==> src/include/exposure_defs.svh <==
`ifndef EXPOSURE_DEFS_SVH
`define EXPOSURE_DEFS_SVH

// ----------------------------------------------------------------
// register byte offsets
// ----------------------------------------------------------------
`define IDX_STATUS      8'h00
`define IDX_ABS_MAX     8'h09
`define IDX_RAW_SET     8'h0D
`define IDX_RAW_MIN     8'h11
`define IDX_RAW_MAX     8'h15
`define ADDR_W          8
`define IDX_W           8

// ----------------------------------------------------------------
// field layout and values
// ----------------------------------------------------------------
`define RAW_W           24
`define WORD_W          32
`define PAD_W           8
`define STAT_W          8
`define STAT_NONE       8'h00
`define STAT_OK         8'h01
`define STAT_RANGE      8'h80
`define RAW_SET_RESET   24'h0004B0
`define RAW_MIN_RESET   24'h000001
`define RAW_MAX_RESET   24'hFFFFFF
`define ABS_MAX_RESET   32'h00000000

// ----------------------------------------------------------------
// timing
// ----------------------------------------------------------------
`define CLK_PERIOD_NS   100
`define EXP_STEP_NS     100
`define EXP_STEP_CYCLES ((`EXP_STEP_NS + `CLK_PERIOD_NS - 1) / `CLK_PERIOD_NS)
`define CNT_W           32

`endif

==> src/include/exposure_pkg.sv <==
package exposure_pkg;

  typedef logic [23:0] raw_t;
  typedef logic [31:0] word_t;
  typedef logic [7:0]  stat_t;

  typedef enum logic {
    ST_IDLE,
    ST_EXPOSE
  } exposure_state_t;

endpackage

==> src/rtl/exposure_time_raw_fields.sv <==
// Strobed register access was decided locally.
`timescale 1ns/1ps
`include "exposure_defs.svh"

// Overview of operation
// the float maximum exposure is read-only and follows the related settings.
// a write to the raw exposure field sets the exposure used by the timer.
// exposure length is the raw value times a 0.1 us step; the code first clamps the raw value to the raw limits.
// raw bytes are low, mid, high of a 24-bit value; the top byte is zero.
// software reads the raw limits before writing a raw exposure value.
// the raw minimum field is read-only and holds the smallest raw value allowed.
// the raw maximum field is read-only and holds the largest raw value allowed.
// the raw limits are refreshed every cycle from the related settings.
// the raw minimum is little-endian 24 bits with a zero top byte.
// the raw maximum uses the same byte order with a zero top byte.
// status reads 0x01 when valid and 0x80 when the setting is out of range.
// writes to the read-only limit fields are ignored.
module exposure_time_raw_fields
  import exposure_pkg::*;
(
  input  wire logic                 i_clk,
  input  wire logic                 i_sys_rst,
  input  wire logic [`ADDR_W-1:0]   i_addr,
  input  wire logic [`WORD_W-1:0]   i_wdata,
  input  wire logic                 i_wr,
  input  wire logic                 i_rd,
  output logic      [`WORD_W-1:0]   o_rdata,
  input  wire logic                 i_csr_present,
  input  wire logic [`RAW_W-1:0]    i_cfg_raw_min,
  input  wire logic [`RAW_W-1:0]    i_cfg_raw_max,
  input  wire logic [`WORD_W-1:0]   i_cfg_abs_max,
  input  wire logic                 i_expose_start,
  output logic                      o_exposing,
  output logic                      o_expose_done,
  output logic      [`RAW_W-1:0]    o_exposure_raw,
  output logic      [`STAT_W-1:0]   o_status
);

  // ----------------------------------------------------------------
  // helpers
  // ----------------------------------------------------------------
  function automatic logic addr_hit(input logic [`ADDR_W-1:0] addr,
                                    input logic [`IDX_W-1:0]  idx);
    addr_hit = (addr == idx);
  endfunction

  function automatic word_t pack_raw(input raw_t value);
    pack_raw = {{`PAD_W{1'b0}}, value};
  endfunction

  function automatic logic in_range(input raw_t value,
                                    input raw_t lo,
                                    input raw_t hi);
    in_range = (value >= lo) && (value <= hi);
  endfunction

  function automatic raw_t clamp_raw(input raw_t value,
                                     input raw_t lo,
                                     input raw_t hi);
    if (value < lo) begin
      clamp_raw = lo;
    end else if (value > hi) begin
      clamp_raw = hi;
    end else begin
      clamp_raw = value;
    end
  endfunction

  function automatic logic [`CNT_W-1:0] cycles_of(input raw_t value);
    logic [`CNT_W-1:0] steps;
    steps     = {{`PAD_W{1'b0}}, value};
    cycles_of = steps * `CNT_W'(`EXP_STEP_CYCLES);
  endfunction

  function automatic word_t read_sel(input logic [`ADDR_W-1:0] addr,
                                     input stat_t             status,
                                     input word_t             abs_max,
                                     input raw_t              raw_set,
                                     input raw_t              raw_min,
                                     input raw_t              raw_max);
    if (addr_hit(addr, `IDX_STATUS)) begin
      read_sel = {{(`WORD_W-`STAT_W){1'b0}}, status};
    end else if (addr_hit(addr, `IDX_ABS_MAX)) begin
      read_sel = abs_max;
    end else if (addr_hit(addr, `IDX_RAW_SET)) begin
      read_sel = pack_raw(raw_set);
    end else if (addr_hit(addr, `IDX_RAW_MIN)) begin
      read_sel = pack_raw(raw_min);
    end else if (addr_hit(addr, `IDX_RAW_MAX)) begin
      read_sel = pack_raw(raw_max);
    end else begin
      read_sel = {`WORD_W{1'b0}};
    end
  endfunction

  // ----------------------------------------------------------------
  // state
  // ----------------------------------------------------------------
  raw_t              raw_set_q;
  raw_t              raw_set_d;
  raw_t              raw_min_q;
  raw_t              raw_max_q;
  word_t             abs_max_q;
  stat_t             status_q;
  stat_t             status_d;
  word_t             rdata_q;
  word_t             rdata_d;
  exposure_state_t   state_q;
  exposure_state_t   state_d;
  logic [`CNT_W-1:0] cnt_q;
  logic [`CNT_W-1:0] cnt_d;
  logic              done_q;
  logic              done_d;

  // ----------------------------------------------------------------
  // decode
  // ----------------------------------------------------------------
  wire logic hit_status  = addr_hit(i_addr, `IDX_STATUS);
  wire logic hit_abs_max = addr_hit(i_addr, `IDX_ABS_MAX);
  wire logic hit_raw_set = addr_hit(i_addr, `IDX_RAW_SET);
  wire logic hit_raw_min = addr_hit(i_addr, `IDX_RAW_MIN);
  wire logic hit_raw_max = addr_hit(i_addr, `IDX_RAW_MAX);

  // ----------------------------------------------------------------
  // write decode
  // ----------------------------------------------------------------
  // raw setting write
  wire logic wr_raw_set  = i_wr && hit_raw_set;

  // limit fields have no write path at all
  wire logic wr_ignored  = i_wr && (hit_raw_min || hit_raw_max || hit_abs_max || hit_status);

  // top byte of the written word is dropped
  wire raw_t wr_raw      = i_wdata[`RAW_W-1:0];

  // ----------------------------------------------------------------
  // raw exposure setting
  // ----------------------------------------------------------------
  always_comb begin
    raw_set_d = raw_set_q;
    if (wr_raw_set) begin
      raw_set_d = wr_raw;
    end
  end

  always_ff @(posedge i_clk or posedge i_sys_rst) begin
    if (i_sys_rst) begin
      raw_set_q <= `RAW_SET_RESET;
    end else begin
      raw_set_q <= raw_set_d;
    end
  end

  // ----------------------------------------------------------------
  // limits
  // ----------------------------------------------------------------
  // limits follow the related settings every cycle
  always_ff @(posedge i_clk or posedge i_sys_rst) begin
    if (i_sys_rst) begin
      raw_min_q <= `RAW_MIN_RESET;
      raw_max_q <= `RAW_MAX_RESET;
    end else begin
      // minimum only from config
      raw_min_q <= i_cfg_raw_min;
      // maximum only from config
      raw_max_q <= i_cfg_raw_max;
    end
  end

  // float maximum tracks configuration
  always_ff @(posedge i_clk or posedge i_sys_rst) begin
    if (i_sys_rst) begin
      abs_max_q <= `ABS_MAX_RESET;
    end else begin
      abs_max_q <= i_cfg_abs_max;
    end
  end

  // ----------------------------------------------------------------
  // status
  // ----------------------------------------------------------------
  // judged on stored value, so a limit change can also flag it
  wire logic set_in_range = in_range(raw_set_q, raw_min_q, raw_max_q);

  // status encoding
  always_comb begin
    if (!i_csr_present) begin
      status_d = `STAT_NONE;
    end else if (set_in_range) begin
      status_d = `STAT_OK;
    end else begin
      status_d = `STAT_RANGE;
    end
  end

  always_ff @(posedge i_clk or posedge i_sys_rst) begin
    if (i_sys_rst) begin
      status_q <= `STAT_NONE;
    end else begin
      status_q <= status_d;
    end
  end

  // ----------------------------------------------------------------
  // read path
  // ----------------------------------------------------------------
  // raw fields read with a zero top byte
  // minimum packed little-endian
  // maximum packed the same way
  wire word_t rd_mux = read_sel(i_addr, status_q, abs_max_q, raw_set_q, raw_min_q, raw_max_q);

  // data only in the cycle after the strobe, zero otherwise
  always_comb begin
    rdata_d = {`WORD_W{1'b0}};
    if (i_rd) begin
      rdata_d = rd_mux;
    end
  end

  always_ff @(posedge i_clk or posedge i_sys_rst) begin
    if (i_sys_rst) begin
      rdata_q <= {`WORD_W{1'b0}};
    end else begin
      rdata_q <= rdata_d;
    end
  end

  // ----------------------------------------------------------------
  // exposure timer
  // ----------------------------------------------------------------
  // clamp guards against software skipping the limit check
  wire raw_t eff_raw = clamp_raw(raw_set_q, raw_min_q, raw_max_q);

  // length in cycles from raw steps
  wire logic [`CNT_W-1:0] eff_cycles = cycles_of(eff_raw);

  wire logic cnt_last = (cnt_q <= `CNT_W'(1));

  // refused while busy
  wire logic start_ok = i_expose_start && (state_q == ST_IDLE);

  // length is latched at start so a write mid-exposure waits
  always_comb begin
    state_d = state_q;
    cnt_d   = cnt_q;
    done_d  = 1'b0;
    case (state_q)
      ST_IDLE: begin
        if (start_ok) begin
          if (eff_cycles == {`CNT_W{1'b0}}) begin
            done_d = 1'b1;
          end else begin
            cnt_d   = eff_cycles;
            state_d = ST_EXPOSE;
          end
        end
      end
      ST_EXPOSE: begin
        if (cnt_last) begin
          cnt_d   = {`CNT_W{1'b0}};
          done_d  = 1'b1;
          state_d = ST_IDLE;
        end else begin
          cnt_d = cnt_q - `CNT_W'(1);
        end
      end
      default: begin
        state_d = ST_IDLE;
        cnt_d   = {`CNT_W{1'b0}};
      end
    endcase
  end

  always_ff @(posedge i_clk or posedge i_sys_rst) begin
    if (i_sys_rst) begin
      state_q <= ST_IDLE;
      cnt_q   <= {`CNT_W{1'b0}};
    end else begin
      state_q <= state_d;
      cnt_q   <= cnt_d;
    end
  end

  // one-cycle end pulse
  always_ff @(posedge i_clk or posedge i_sys_rst) begin
    if (i_sys_rst) begin
      done_q <= 1'b0;
    end else begin
      done_q <= done_d;
    end
  end

  // ----------------------------------------------------------------
  // outputs
  // ----------------------------------------------------------------
  assign o_rdata        = rdata_q;
  assign o_exposing     = (state_q == ST_EXPOSE);
  assign o_expose_done  = done_q;
  assign o_exposure_raw = raw_set_q;
  assign o_status       = status_q;

  // writes to read-only fields fall through with no effect
  wire logic unused_ok = wr_ignored ^ (|i_wdata[`WORD_W-1:`RAW_W]);

endmodule

==> config.mk <==
export PLATFORM = sky130hd
export DESIGN_NAME = exposure_time_raw_fields
export DESIGN_NICKNAME = d
export VERILOG_FILES = /design/src/include/exposure_pkg.sv /design/src/rtl/exposure_time_raw_fields.sv
export VERILOG_INCLUDE_DIRS = /design/src /design/src/include
export SDC_FILE = /design/constraint.sdc
export NUM_CORES = 1
export LEC_CHECK = 0
export BUFFER_PORTS_ARGS = -buffer_cell sky130_fd_sc_hd__clkbuf_2
export CAP_MARGIN = 20
export CORE_MARGIN = 5
export CORE_UTILIZATION = 49
export DETAILED_ROUTE_END_ITERATION = 10
export MAX_ROUTING_LAYER = met4
export PLACE_DENSITY = 0.77
export SYNTH_ARGS = -nofsm -noshare
export SYNTH_HDL_FRONTEND = slang
export SYNTH_SLANG_ARGS = --single-unit
==> constraint.sdc <==
create_clock -name i_clk -period 6.25 [get_ports i_clk]
set_clock_uncertainty 0.2 [all_clocks]
set_input_delay 1.25 -clock i_clk [delete_from_list [all_inputs] [get_ports i_clk]]
set_output_delay 1.25 -clock i_clk [all_outputs]
set_load 0.01 [all_outputs]
---- Word level (Yosys, flattened, before mapping) ----
Index checks and enable logic that the tools add are counted.
cells by class
  $add $sub $neg .......................... 1
  $lt $le $gt $ge ......................... 5
  eq/ne operators ......................... 6
  mux-type cells .......................... 22
  bitwise gates (word level) .............. 1
  reduce and logical (&&, ||, !) cells .... 6
operator list
  operator                                                                            number
  32-bit two-way mux                                                                  6
  24-bit two-way mux                                                                  5
  32-bit one-hot mux with 2 select lines                                              1
  32-bit by 1-bit less-or-equal comparator with 1-bit output (second input constant)  1
  32-bit logical NOT                                                                  1
  32-bit by 1-bit subtractor with 32-bit output (second input constant)               1
  24-bit greater-or-equal comparator                                                  1
  24-bit greater-than comparator                                                      1
  24-bit less-or-equal comparator                                                     1
  24-bit less-than comparator                                                         1
  8-bit by 4-bit == test with 1-bit output (second input constant)                    2
  8-bit by 5-bit == test with 1-bit output (second input constant)                    2
  8-bit two-way mux                                                                   2
  8-bit logical NOT                                                                   1
  1-bit two-way mux                                                                   6
  2-bit inequality test (second input constant)                                       2
  1-bit one-hot mux with 2 select lines                                               2
  1-bit logical AND                                                                   3
  2-bit AND reduction                                                                 1
  1-bit NOT                                                                           1
word-level totals
  register bits after elaboration ......... 178
  logic and storage cells ................. 50

---- Longest topological paths before layout ----
Gate-level depths: netlist of the first run.
  depth in word-level cells ............... 7
  mapped depth ............................ 16

---- Worst setup path after synthesis of the first run ----
OpenSTA, ideal clock, no wires.
  kind .................................... register -> register
  start point ............................. reg raw_max_q[23]
  end point ............................... reg cnt_q[5]
  library setup time ...................... 128 ps
  data arrival time ....................... 3,327 ps
  required time ........................... 5,922 ps
  slack ................................... 2,595 ps
  stages on the path, launching flop included .. 16
  buffers on the path ..................... 3
  period minus slack after synthesis ...... 3,655 ps
  path through ............................ dfstp_2 inv_1 ha_1 nand4_2 nor4_2 o21ai_2 a21o_1 buf_6 buf_6 a211oi_1 o22ai_1 nor4_4 nand4_4 buf_6 a221oi_2 a211oi_2
on the way
  cells in the longest elaborated chain, start to end .. 6
  elaborated cells on any way between the ends .. 9
RTL lines
  item                                                                                                   line                             RTL
  start: declaration                                                                                     exposure_time_raw_fields.sv:102  raw_t raw_max_q;
  start signal: assignment                                                                               exposure_time_raw_fields.sv:161  raw_max_q <= `RAW_MAX_RESET;
  start signal: assignment                                                                               exposure_time_raw_fields.sv:166  raw_max_q <= i_cfg_raw_max;
  24-bit greater-than comparator                                                                         exposure_time_raw_fields.sv:62   end else if (value > hi) begin
  24-bit two-way mux *                                                                                   exposure_time_raw_fields.sv:62
  24-bit two-way mux *                                                                                   exposure_time_raw_fields.sv:60   if (value < lo) begin
  32-bit logical NOT / 32-bit two-way mux (equally long branches)                                        exposure_time_raw_fields.sv:250  if (eff_cycles == {`CNT_W{1'b0}}) begin
  2-bit inequality test (no source line) / 32-bit two-way mux (equally long branches)                    n/a
  2-bit AND reduction (no source line) / 32-bit one-hot mux with 2 select lines (equally long branches)  n/a
  end signal: assignment                                                                                 exposure_time_raw_fields.sv:277  cnt_q <= {`CNT_W{1'b0}};
  end signal: assignment                                                                                 exposure_time_raw_fields.sv:280  cnt_q <= cnt_d;
  end: declaration                                                                                       exposure_time_raw_fields.sv:110  logic [`CNT_W-1:0] cnt_q;
Every way passes the cells marked *; elsewhere a longest branch is shown, timed or not. The select of a mux whose other input is x is not followed.
A chain may end at the register's enable or synchronous reset.

---- Final worst setup path of the first run ----
  start point ............................. reg raw_max_q[18]
  end point ............................... reg cnt_q[5]
Same word-level chain as after synthesis.

==> impl_metrics.env, run 1 <==
export IMPL_end_kind="register"
export IMPL_worstPathRequired_ns=6.41
export IMPL_p_sw_share_pct=27.4
export IMPL_drv_cap=0
export IMPL_clk_pin_slew_ns=0.07
export IMPL_synth_area_top_cells="dfrtp_1 41%, dfstp_2 8.8%, ha_1 7.3%, nand2_1 3.7%, a21oi_1 3.5%"
export IMPL_synthXorXnorAreaFrac_pct=0.102
export IMPL_clock_latency_ns=0.45
export IMPL_hold_viol_final=0
export IMPL_synthesis_area_mm2=0.00863
export IMPL_slew_headroom_pct=23.8
export IMPL_p_per_area_mw_per_mm2=237
export IMPL_min_path_type="reg2reg"
export IMPL_drv_slew=0
export IMPL_antenna_left=0
export IMPL_crit_chain="inv_1 > ha_1 > nand4_1 > nor4_1 > nor3_2 > buf_4 > a21o_1 > a211oi_1 > o22ai_1 > nor4_4 > nand4_4 > and2_1 > a211oi_2"
export IMPL_synth_ff_type="dfrtp_1"
export IMPL_power_frac_comb_pct=7.7
export IMPL_clockPowerShare_pct=43.5
export IMPL_chipWidth_um=143
export IMPL_io_buffers=177
export IMPL_fp_row_count=48
export IMPL_yosysSeqAreaShare_pct=50.3
export IMPL_ys_types=70
export IMPL_synth_top_family_by_area="compound AO/OA/AOI/OAI gates"
export IMPL_first_pass_iters=7
export IMPL_cts_buffers=17
export IMPL_power_share_sequential_pct=48.8
export IMPL_switching_power_mw=0.667
export IMPL_final_cells=1248
export IMPL_tightest_slew_ns=1.14
export IMPL_syn_instance_count=840
export IMPL_start_util_pct=49.9
export IMPL_power_leakage_nw=4.99
export IMPL_setup_tns_final_ns=0
export IMPL_yosys_area_top_type="dfrtp_1"
export IMPL_grt_pass1_wl_um=39200
export IMPL_period_minus_slack_ns=5.16
export IMPL_die_y_um=143
export IMPL_critPathCapture="cnt_q[5]"
export IMPL_grt_pass1_vias=7232
export IMPL_slowest_stage="a211oi_1"
export IMPL_drc=0
export IMPL_synth_compound_area_share_pct=18.8
export IMPL_area_growth_pct=19.3
export IMPL_grt_ovfl_total=0
export IMPL_htree_levels=4
export IMPL_dp_hpwl_um=17700
export IMPL_synth_mux_area_share_pct=3.50
export IMPL_die_area_mm2=0.0204
export IMPL_whs_ns=0.251
export IMPL_num_antenna_cells=0
export IMPL_gp_congestion=0.988
export IMPL_wl_um=24400
export IMPL_cts_max_path_buffers=2
export IMPL_crit_reg2reg_capture="cnt_q[5]"
export IMPL_r2r_slack_ns=1.09
export IMPL_peakVddDrop_mv=0.226
export IMPL_grt_max_degree=62
export IMPL_outcome="finished, final reports clean"
export IMPL_worstPathArrival_ns=5.32
export IMPL_ys_async_sr_fraction_pct=100
export IMPL_r2r_start="raw_max_q[18]"
export IMPL_final_util_pct=59.5
export IMPL_synthSimpleGateAreaFrac_pct=14.8
export IMPL_drt_iter0_drc=743
export IMPL_critPathMaxStageDelay_ns=0.60
export IMPL_dpl_cell_count=1216
export IMPL_crit_buf_inv=2
export IMPL_synth_top_area_share_pct=41.5
export IMPL_finalSetupViolations=0
export IMPL_nets=1186
export IMPL_cp_top_family="simple AND/OR/NAND/NOR gates"
export IMPL_clock_root_buffer="clkbuf_16"
export IMPL_fp_coreArea_mm2=0.0173
export IMPL_hold_depth=1
export IMPL_post_drt_via_cell_ratio=5.99
export IMPL_tritoncts="built"
export IMPL_cp_start_kind="register"
export IMPL_postSynthAreaPerCell_um2=10.3
export IMPL_synth_warning_count=0
export IMPL_drive_gt1_share_pct=29.6
export IMPL_rr_worst_depth=13
export IMPL_crit_type="reg2reg"
export IMPL_path_max_fanout=28
export IMPL_postCtsSetupBuffers=0
export IMPL_worst_path_stages=13
export IMPL_cts_hold_fix_buffers=0
export IMPL_internal_power_mw=1.77
export IMPL_cp_startpoint="raw_max_q[18]"
export IMPL_synth_fa_ha_area_share_pct=7.25
export IMPL_yosys_register_bits=172
export IMPL_antenna_found_initial=0
export IMPL_num_vias=7478
export IMPL_rsz0062_at_grt="false"
export IMPL_min_period_over_period_pct=82.5
export IMPL_clkSinkCount=172
export IMPL_ios=192
export IMPL_fmax_mhz=194
export IMPL_grt_use_total_pct=25.4
export IMPL_synth_edf_count=0
export IMPL_total_power_mw=2.44
export IMPL_post_cts_resized=0
export IMPL_post_drt_wl_per_cell_um=19.5
cells by family (layout without fill, tap and decap cells):
group,after synthesis,after routing
simple gates,257,257
compound gates,230,230
flops,172,172
buf+inv,102,280
fa+ha+maj,50,50
mux,27,27
other cells,1,6
xor+xnor,1,1
cell type report:
class	count	area [um2]
Clock inverter	15	174
Inverter	57	219
Tap cell	225	282
Timing Repair Buffer	191	991
Multi-Input combinational cell	571	3860
Clock buffer	17	425
Fill cell	1458	7010
Sequential cell	172	4340
flip-flops by register name (all words and copies together) (netlist names):
signal	count
raw_min_q	24
raw_max_q	24
o_expose_done	1
o_exposure_raw	24
abs_max_q	32
o_status	2
cnt_q	32
o_exposing	1
o_rdata	32
power groups by stage:
stage | clock, mW | combinational [mW] | sequential (mW)
floorplan | 0 | 0.105 | 1.20
global placement | 0 | 0.182 | 1.21
detailed placement | 0 | 0.186 | 1.21
CTS | 1.07 | 0.188 | 1.19
global route | 1.13 | 0.211 | 1.19
finish | 1.06 | 0.188 | 1.19
metal layers:
metal | global-route usage [%] | up-vias | share of wire, %
met5 | - | - | 0
met4 | 7.70 | 0 | 2.3
met3 | 6.03 | 44 | 8.1
met2 | 39.0 | 370 | 48
met1 | 33.7 | 3661 | 42
li1 | - | 3403 | -
cells in the final DEF (no fill, tap or decap), drive strengths merged, types with 4 or more instances in the layout:
| master | n |
|---|---|
| conb | 6 |
| nand3 | 25 |
| nor2 | 64 |
| a222oi | 21 |
| a21oi | 61 |
| buf | 14 |
| and2 | 13 |
| o22ai | 12 |
| a211o | 5 |
| clkbuf | 194 |
| nand4 | 11 |
| ha | 50 |
| o311a | 5 |
| a31oi | 6 |
| nor4 | 10 |
| o21ai | 31 |
| a221o | 4 |
| mux2 | 25 |
| dfrtp | 143 |
| or2 | 6 |
| or4 | 5 |
| nor3 | 16 |
| nand2 | 85 |
| and3 | 5 |
| a211oi | 37 |
| a22oi | 5 |
| o31ai | 4 |
| dfstp | 29 |
| a31o | 5 |
| clkinv | 8 |
| a21o | 8 |
| o211ai | 5 |
| inv | 63 |
| or3 | 6 |
worst register-to-register path: stages (launching register included):
cell and delay [ns]:
dfstp_2 0.53, inv_1 0.06, ha_1 0.31, nand4_1 0.24, nor4_1 0.58, nor3_2 0.20
buf_4 0.24, a21o_1 0.50, a211oi_1 0.61, o22ai_1 0.22, nor4_4 0.37, nand4_4 0.41
and2_1 0.40, a211oi_2 0.24
metrics by stage:
stage	instance area, um2	setup WS [ns]
after floorplan	8640	0.188
after global placement	9690	1.24
after detailed placement	9690	1.21
after CTS	10300	1.19
after global routing	10300	0.868
final	10300	1.09
worst min-delay path by stage:
stage                     slack, ns          end          start
final                          0.25  o_rdata[30]  abs_max_q[30]
after global routing           0.27  o_rdata[31]  abs_max_q[31]
after CTS                      0.25  o_rdata[30]  abs_max_q[30]
after detailed placement       0.23  o_rdata[30]  abs_max_q[30]
after global placement         0.23  o_rdata[24]  abs_max_q[24]
after floorplan                0.23  o_rdata[24]  abs_max_q[24]
synthesized netlist by cell type (5+ instances only):
cell	instances
dfrtp_1	143
nand2_1	85
nor2_1	64
a21oi_1	60
inv_1	57
ha_1	50
a211oi_1	34
dfstp_2	29
clkbuf_1	25
mux2_2	25
nand3_1	25
o21ai_0	24
a222oi_1	21
nor3_1	15
and2_1	12
o22ai_1	12
nand4_1	9
a21o_1	8
buf_4	7
a31oi_1	6
buf_2	6
o21ai_1	6
or3_1	6
a211o_1	5
a22oi_1	5
and3_1	5
buf_6	5
nor4_1	5
o211ai_1	5
o311a_1	5
or4_1	5
Note: power is estimated with default switching activity, not from simulation.
==> run 2: changes to the inputs <==
--- a/config.mk
+++ b/config.mk
@@ -9,10 +9,10 @@
 export BUFFER_PORTS_ARGS = -buffer_cell sky130_fd_sc_hd__clkbuf_2
 export CAP_MARGIN = 20
 export CORE_MARGIN = 5
-export CORE_UTILIZATION = 49
+export CORE_UTILIZATION = 55
 export DETAILED_ROUTE_END_ITERATION = 10
 export MAX_ROUTING_LAYER = met4
-export PLACE_DENSITY = 0.77
+export PLACE_DENSITY = 0.82
 export SYNTH_ARGS = -nofsm -noshare
 export SYNTH_HDL_FRONTEND = slang
 export SYNTH_SLANG_ARGS = --single-unit
==> constraint.sdc (replaced) <==
create_clock -name i_clk -period 4.79 [get_ports i_clk]
set_clock_uncertainty 0.2 [all_clocks]
set_input_delay 0.958 -clock i_clk [delete_from_list [all_inputs] [get_ports i_clk]]
set_output_delay 0.958 -clock i_clk [all_outputs]
set_load 0.01 [all_outputs]
==> run 2 against run 1 <==
  * Cell count rose by 0.40%
  * Utilization rose by 8.6 points
  * Sequential share of layout area fell by 0.57 points
  * Clock-buffer cell count did not move
  * Routed wire length rose by 2.0%
  * Power rose by 30%
  * Worst hold slack got worse by 0.0025 ns
  * Sequential cell count did not move
  * Critical endpoint is now cnt_q[1]
==> impl_metrics.env, run 2 (same netlist as run 1, synthesis figures left out) <==
export IMPL_p_sw_share_pct=27.0
export IMPL_tritoncts="built"
export IMPL_grt_pass1_vias=7471
export IMPL_clk_pin_slew_ns=0.07
export IMPL_gp_congestion=0.969
export IMPL_postCtsSetupBuffers=0
export IMPL_antenna_left=0
export IMPL_wl_met2_um=11700
export IMPL_drc=0
export IMPL_nets=1205
export IMPL_grt_max_degree=173
export IMPL_path_max_fanout=10
export IMPL_slew_headroom_pct=40.6
export IMPL_fp_row_count=45
export IMPL_crit_type="reg2reg"
export IMPL_setup_tns_final_ns=0
export IMPL_drt_iter0_drc=1089
export IMPL_period_minus_slack_ns=4.49
export IMPL_post_cts_resized=0
export IMPL_worstPathRequired_ns=4.96
export IMPL_fillCellCount=1164
export IMPL_ios=192
export IMPL_fmax_mhz=223
export IMPL_grt_pass1_wl_um=39000
export IMPL_internal_power_mw=2.30
export IMPL_clockPowerShare_pct=42.9
export IMPL_clock_latency_ns=0.44
export IMPL_worstPathArrival_ns=4.66
export IMPL_die_y_um=135
export IMPL_wl_um=24900
export IMPL_total_power_mw=3.16
export IMPL_min_path_type="reg2reg"
export IMPL_cts_max_path_buffers=2
export IMPL_outcome="finished, final reports clean"
export IMPL_min_period_over_period_pct=93.7
export IMPL_grt_use_total_pct=28.3
export IMPL_peakVddDrop_mv=0.285
export IMPL_post_drt_via_cell_ratio=6.10
export IMPL_end_kind="register"
export IMPL_rsz0062_at_grt="false"
export IMPL_clock_root_buffer="clkbuf_16"
export IMPL_start_util_pct=56.3
export IMPL_die_area_mm2=0.0183
export IMPL_tightest_slew_ns=0.879
export IMPL_layout_commonest_cell="clkbuf_2"
export IMPL_dp_hpwl_um=17900
export IMPL_hold_viol_final=0
export IMPL_finalSetupViolations=0
export IMPL_switching_power_mw=0.853
export IMPL_wl_met1_um=10100
export IMPL_io_buffers=177
export IMPL_final_util_pct=68.1
export IMPL_drv_cap=0
export IMPL_cts_hold_fix_buffers=0
export IMPL_power_frac_comb_pct=7.9
export IMPL_power_leakage_nw=5.08
export IMPL_power_share_sequential_pct=49.2
export IMPL_fp_coreArea_mm2=0.0153
export IMPL_p_per_area_mw_per_mm2=303
export IMPL_grt_ovfl_total=0
export IMPL_place_area_mm2=0.00985
export IMPL_drv_slew=0
export IMPL_chipWidth_um=135
export IMPL_num_vias=7649
export IMPL_layout_common_cells="177 x clkbuf_2, 143 x dfrtp_1, 85 x nand2_1"
export IMPL_num_antenna_cells=0
export IMPL_area_growth_pct=20.9
export IMPL_clkSinkCount=172
export IMPL_htree_levels=4
export IMPL_top_layer="met4"
export IMPL_antenna_found_initial=0
export IMPL_wl_met3_um=2290
export IMPL_first_pass_iters=8
export IMPL_cts_buffers=17
export IMPL_cp_start_kind="register"
export IMPL_drive_gt1_share_pct=30.9
export IMPL_post_drt_wl_per_cell_um=19.9
export IMPL_final_area_mm2=0.0104
## run 2: cell count changes in the layout (fill, tap and decap cells not counted)
| cell | before | now |
|---|---|---|
| buf_12 | 0 | 3 |
| buf_4 | 14 | 30 |
| clkinv_2 | 1 | 2 |
| clkinv_4 | 2 | 1 |
| clkinv_8 | 5 | 3 |
| clkinvlp_4 | 1 | 3 |
## run 2: critical path: stages (launching register included)
cell,delay (ns)
dfstp_2,0.54
inv_1,0.07
ha_1,0.32
nand4_2,0.18
nor4_2,0.54
and2_1,0.51
buf_4,0.23
a211oi_1,0.05
a211oi_1,0.34
o22ai_1,0.17
nor4_2,0.41
nand4_4,0.20
buf_4,0.20
a21oi_2,0.25
a221o_1,0.20
## run 2: stage by stage
stage / hold WS (ns) / setup slack (ns) / std cells
after CTS: 0.250 / 0.392 / 1253
after detailed placement: 0.233 / 0.420 / 1221
after global placement: 0.228 / 0.519 / 1221
final: 0.248 / 0.303 / 1253
after floorplan: 0.228 / 1.13 / 845
after global routing: 0.277 / 0.160 / 1253
## run 2: layout make-up
type / instances / area (um2) / area share (%)
inverter: 57 / 218 / 2.09
clock inverter: 15 / 154 / 1.48
timing repair buffer: 210 / 1170 / 11.2
multi-input combinational: 571 / 3860 / 37.0
tap: 211 / 264 / 2.53
sequential: 172 / 4340 / 41.6
clock buffer: 17 / 425 / 4.08
## run 2: power groups by stage
stage                     sequential [mW]  clock [mW]  combinational (mW)
after floorplan                      1.56           0               0.137
after global placement               1.57           0               0.240
after detailed placement             1.58           0               0.247
after CTS                            1.55        1.37               0.250
after global routing                 1.56        1.43               0.280
final                                1.55        1.35               0.250
## run 2: metal layers
metal,vias up,global-route usage [%]
li1,3451,-
met4,0,10.9
met5,-,-
met2,453,43.6
met3,68,6.09
met1,3677,36.9
## run 2: worst paths after layout
check | startpoint | endpoint | slack, ns | depth (start not counted)
worst max-delay path | raw_max_q[23] | cnt_q[1] | 0.30 | 14
worst min-delay path | abs_max_q[24] | o_rdata[24] | 0.25 | 1
worst max register to register | raw_max_q[23] | cnt_q[1] | 0.30 | 14
worst min register to register | abs_max_q[24] | o_rdata[24] | 0.25 | 1
max in group asynchronous | i_sys_rst | cnt_q[8] | 3.18 | 3
min in group asynchronous | i_sys_rst | o_exposure_raw[20] | 0.54 | 3
==> run 3: changes to the inputs <==
--- a/config.mk
+++ b/config.mk
@@ -9,10 +9,10 @@
 export BUFFER_PORTS_ARGS = -buffer_cell sky130_fd_sc_hd__clkbuf_2
 export CAP_MARGIN = 20
 export CORE_MARGIN = 5
-export CORE_UTILIZATION = 55
+export CORE_UTILIZATION = 32
 export DETAILED_ROUTE_END_ITERATION = 10
 export MAX_ROUTING_LAYER = met4
-export PLACE_DENSITY = 0.82
+export PLACE_DENSITY = 0.53
 export SYNTH_ARGS = -nofsm -noshare
 export SYNTH_HDL_FRONTEND = slang
 export SYNTH_SLANG_ARGS = --single-unit
==> run 3 against run 2 <==
  * Clock power up 4%
  * Cell count rose by 11%
  * Die area grew 66%
  * Global-route usage down 10 points
  * Sequential cell count stayed put
  * Critical path depth up 2
  * Power is 1.7% higher
  * Maximum frequency grew 1.9%
  * Sequential power about the same
  * Routed wire length is 5.6% higher
  * Critical path type unchanged
  * Critical endpoint is now cnt_q[20]
  * Largest cell class unchanged
  * Highest routed layer unchanged
==> impl_metrics.env, run 3 (same netlist as run 1, synthesis figures left out) <==
export IMPL_pre_cts_slack_ns=0.408
export IMPL_fmax_mhz=227
export IMPL_clk_pin_slew_ns=0.08
export IMPL_area_growth_pct=23.8
export IMPL_grt_pass1_wl_um=41800
export IMPL_wl_met3_um=1010
export IMPL_die_y_um=174
export IMPL_period_minus_slack_ns=4.41
export IMPL_antenna_found_initial=1
export IMPL_fillCellCount=2718
export IMPL_num_vias=7193
export IMPL_cts_max_path_buffers=2
export IMPL_worst_slack_ns=0.385
export IMPL_clkSinkCount=172
export IMPL_dpl_cell_count=1357
export IMPL_outcome="finished, final reports clean"
export IMPL_final_area_mm2=0.0107
export IMPL_fp_row_count=60
export IMPL_top_layer="met4"
export IMPL_clock_root_buffer="clkbuf_16"
export IMPL_start_util_pct=32.3
export IMPL_power_leakage_nw=5.14
export IMPL_chipWidth_um=174
export IMPL_min_period_over_period_pct=92.0
export IMPL_grt_pass1_vias=7356
export IMPL_end_kind="register"
export IMPL_post_drt_via_cell_ratio=5.17
export IMPL_final_util_pct=39.9
export IMPL_setup_tns_final_ns=0
export IMPL_io_buffers=177
export IMPL_grt_ovfl_total=0
export IMPL_tritoncts="built"
export IMPL_tightest_slew_ns=1.13
export IMPL_fp_coreArea_mm2=0.0267
export IMPL_ios=192
export IMPL_multiInputGateArea_mm2=0.00386
export IMPL_drive_gt1_share_pct=31.4
export IMPL_slew_headroom_pct=24.9
export IMPL_cts_buffers=17
export IMPL_layout_common_cells="177 x clkbuf_2, 143 x dfrtp_1, 85 x nand2_1"
export IMPL_hold_viol_final=0
export IMPL_wl_um=26300
export IMPL_drt_iter0_drc=457
export IMPL_worstPathRequired_ns=4.91
export IMPL_grt_max_degree=173
export IMPL_wl_met1_um=12000
export IMPL_clock_latency_ns=0.44
export IMPL_post_drt_wl_per_cell_um=18.9
export IMPL_rsz0062_at_grt="false"
export IMPL_final_cells=1390
export IMPL_min_path_type="reg2reg"
export IMPL_whs_ns=0.251
export IMPL_first_pass_iters=5
export IMPL_cp_start_kind="register"
export IMPL_total_power_mw=3.21
export IMPL_cts_hold_fix_buffers=0
export IMPL_die_area_mm2=0.0303
export IMPL_post_cts_resized=0
export IMPL_nets=1211
export IMPL_postCtsSetupBuffers=0
export IMPL_gp_congestion=0.887
export IMPL_p_per_area_mw_per_mm2=301
export IMPL_grt_use_total_pct=17.9
export IMPL_regArea_mm2=0.00434
export IMPL_drc=0
export IMPL_dp_hpwl_um=19900
export IMPL_drv_cap=0
export IMPL_worstPathArrival_ns=4.53
export IMPL_layout_commonest_cell="clkbuf_2"
export IMPL_peakVddDrop_mv=0.207
export IMPL_crit_type="reg2reg"
export IMPL_antenna_left=0
export IMPL_wl_met2_um=12700
export IMPL_path_max_fanout=19
export IMPL_place_area_mm2=0.0101
export IMPL_finalSetupViolations=0
export IMPL_drv_slew=0
export IMPL_htree_levels=4
[run 3: final cells by class]
type                       count  share of cell area (%)
sequential                   172                    40.7
multi-input combinational    571                    36.2
timing repair buffer         216                    11.4
clock buffer                  18                    4.11
tap                          341                    4.00
inverter                      57                    2.04
clock inverter                14                    1.59
antenna                        1                  0.0234
[run 3: worst max-delay path, stage by stage (launching register included)]
cell and delay [ns]:
dfstp_2 0.54, inv_1 0.06, ha_1 0.30, a41o_1 0.24
a21oi_1 0.28, nor4_1 0.12, nor3_2 0.49, buf_4 0.27
buf_4 0.14, a211oi_1 0.06, a211oi_1 0.34, o22ai_1 0.14
nor4_2 0.31, nand4_4 0.17, buf_12 0.20, nand2_1 0.09
mux2_2 0.33
[run 3: path summary, 6_finish.rpt]
check,startpoint,end,slack [ns],cells after the start
max,raw_max_q[11],cnt_q[20],0.38,16
min,abs_max_q[27],o_rdata[27],0.25,1
max reg2reg,raw_max_q[11],cnt_q[20],0.38,16
min reg2reg,abs_max_q[27],o_rdata[27],0.25,1
max in group asynchronous,i_sys_rst,cnt_q[14],2.98,3
min in group asynchronous,i_sys_rst,o_rdata[19],0.48,3
[run 3: where the power goes]
part / total, mW / internal (mW) / switching (mW)
registers: 1.55 / 1.51 / 0.0396
clock network: 1.40 / 0.721 / 0.680
logic: 0.263 / 0.109 / 0.154
[run 3: layer usage]
layer / up-vias / GRT usage, %
met2: 179 / 28.5
met4: 0 / 5.08
met5: - / -
met3: 33 / 3.26
li1: 3463 / -
met1: 3518 / 23.6
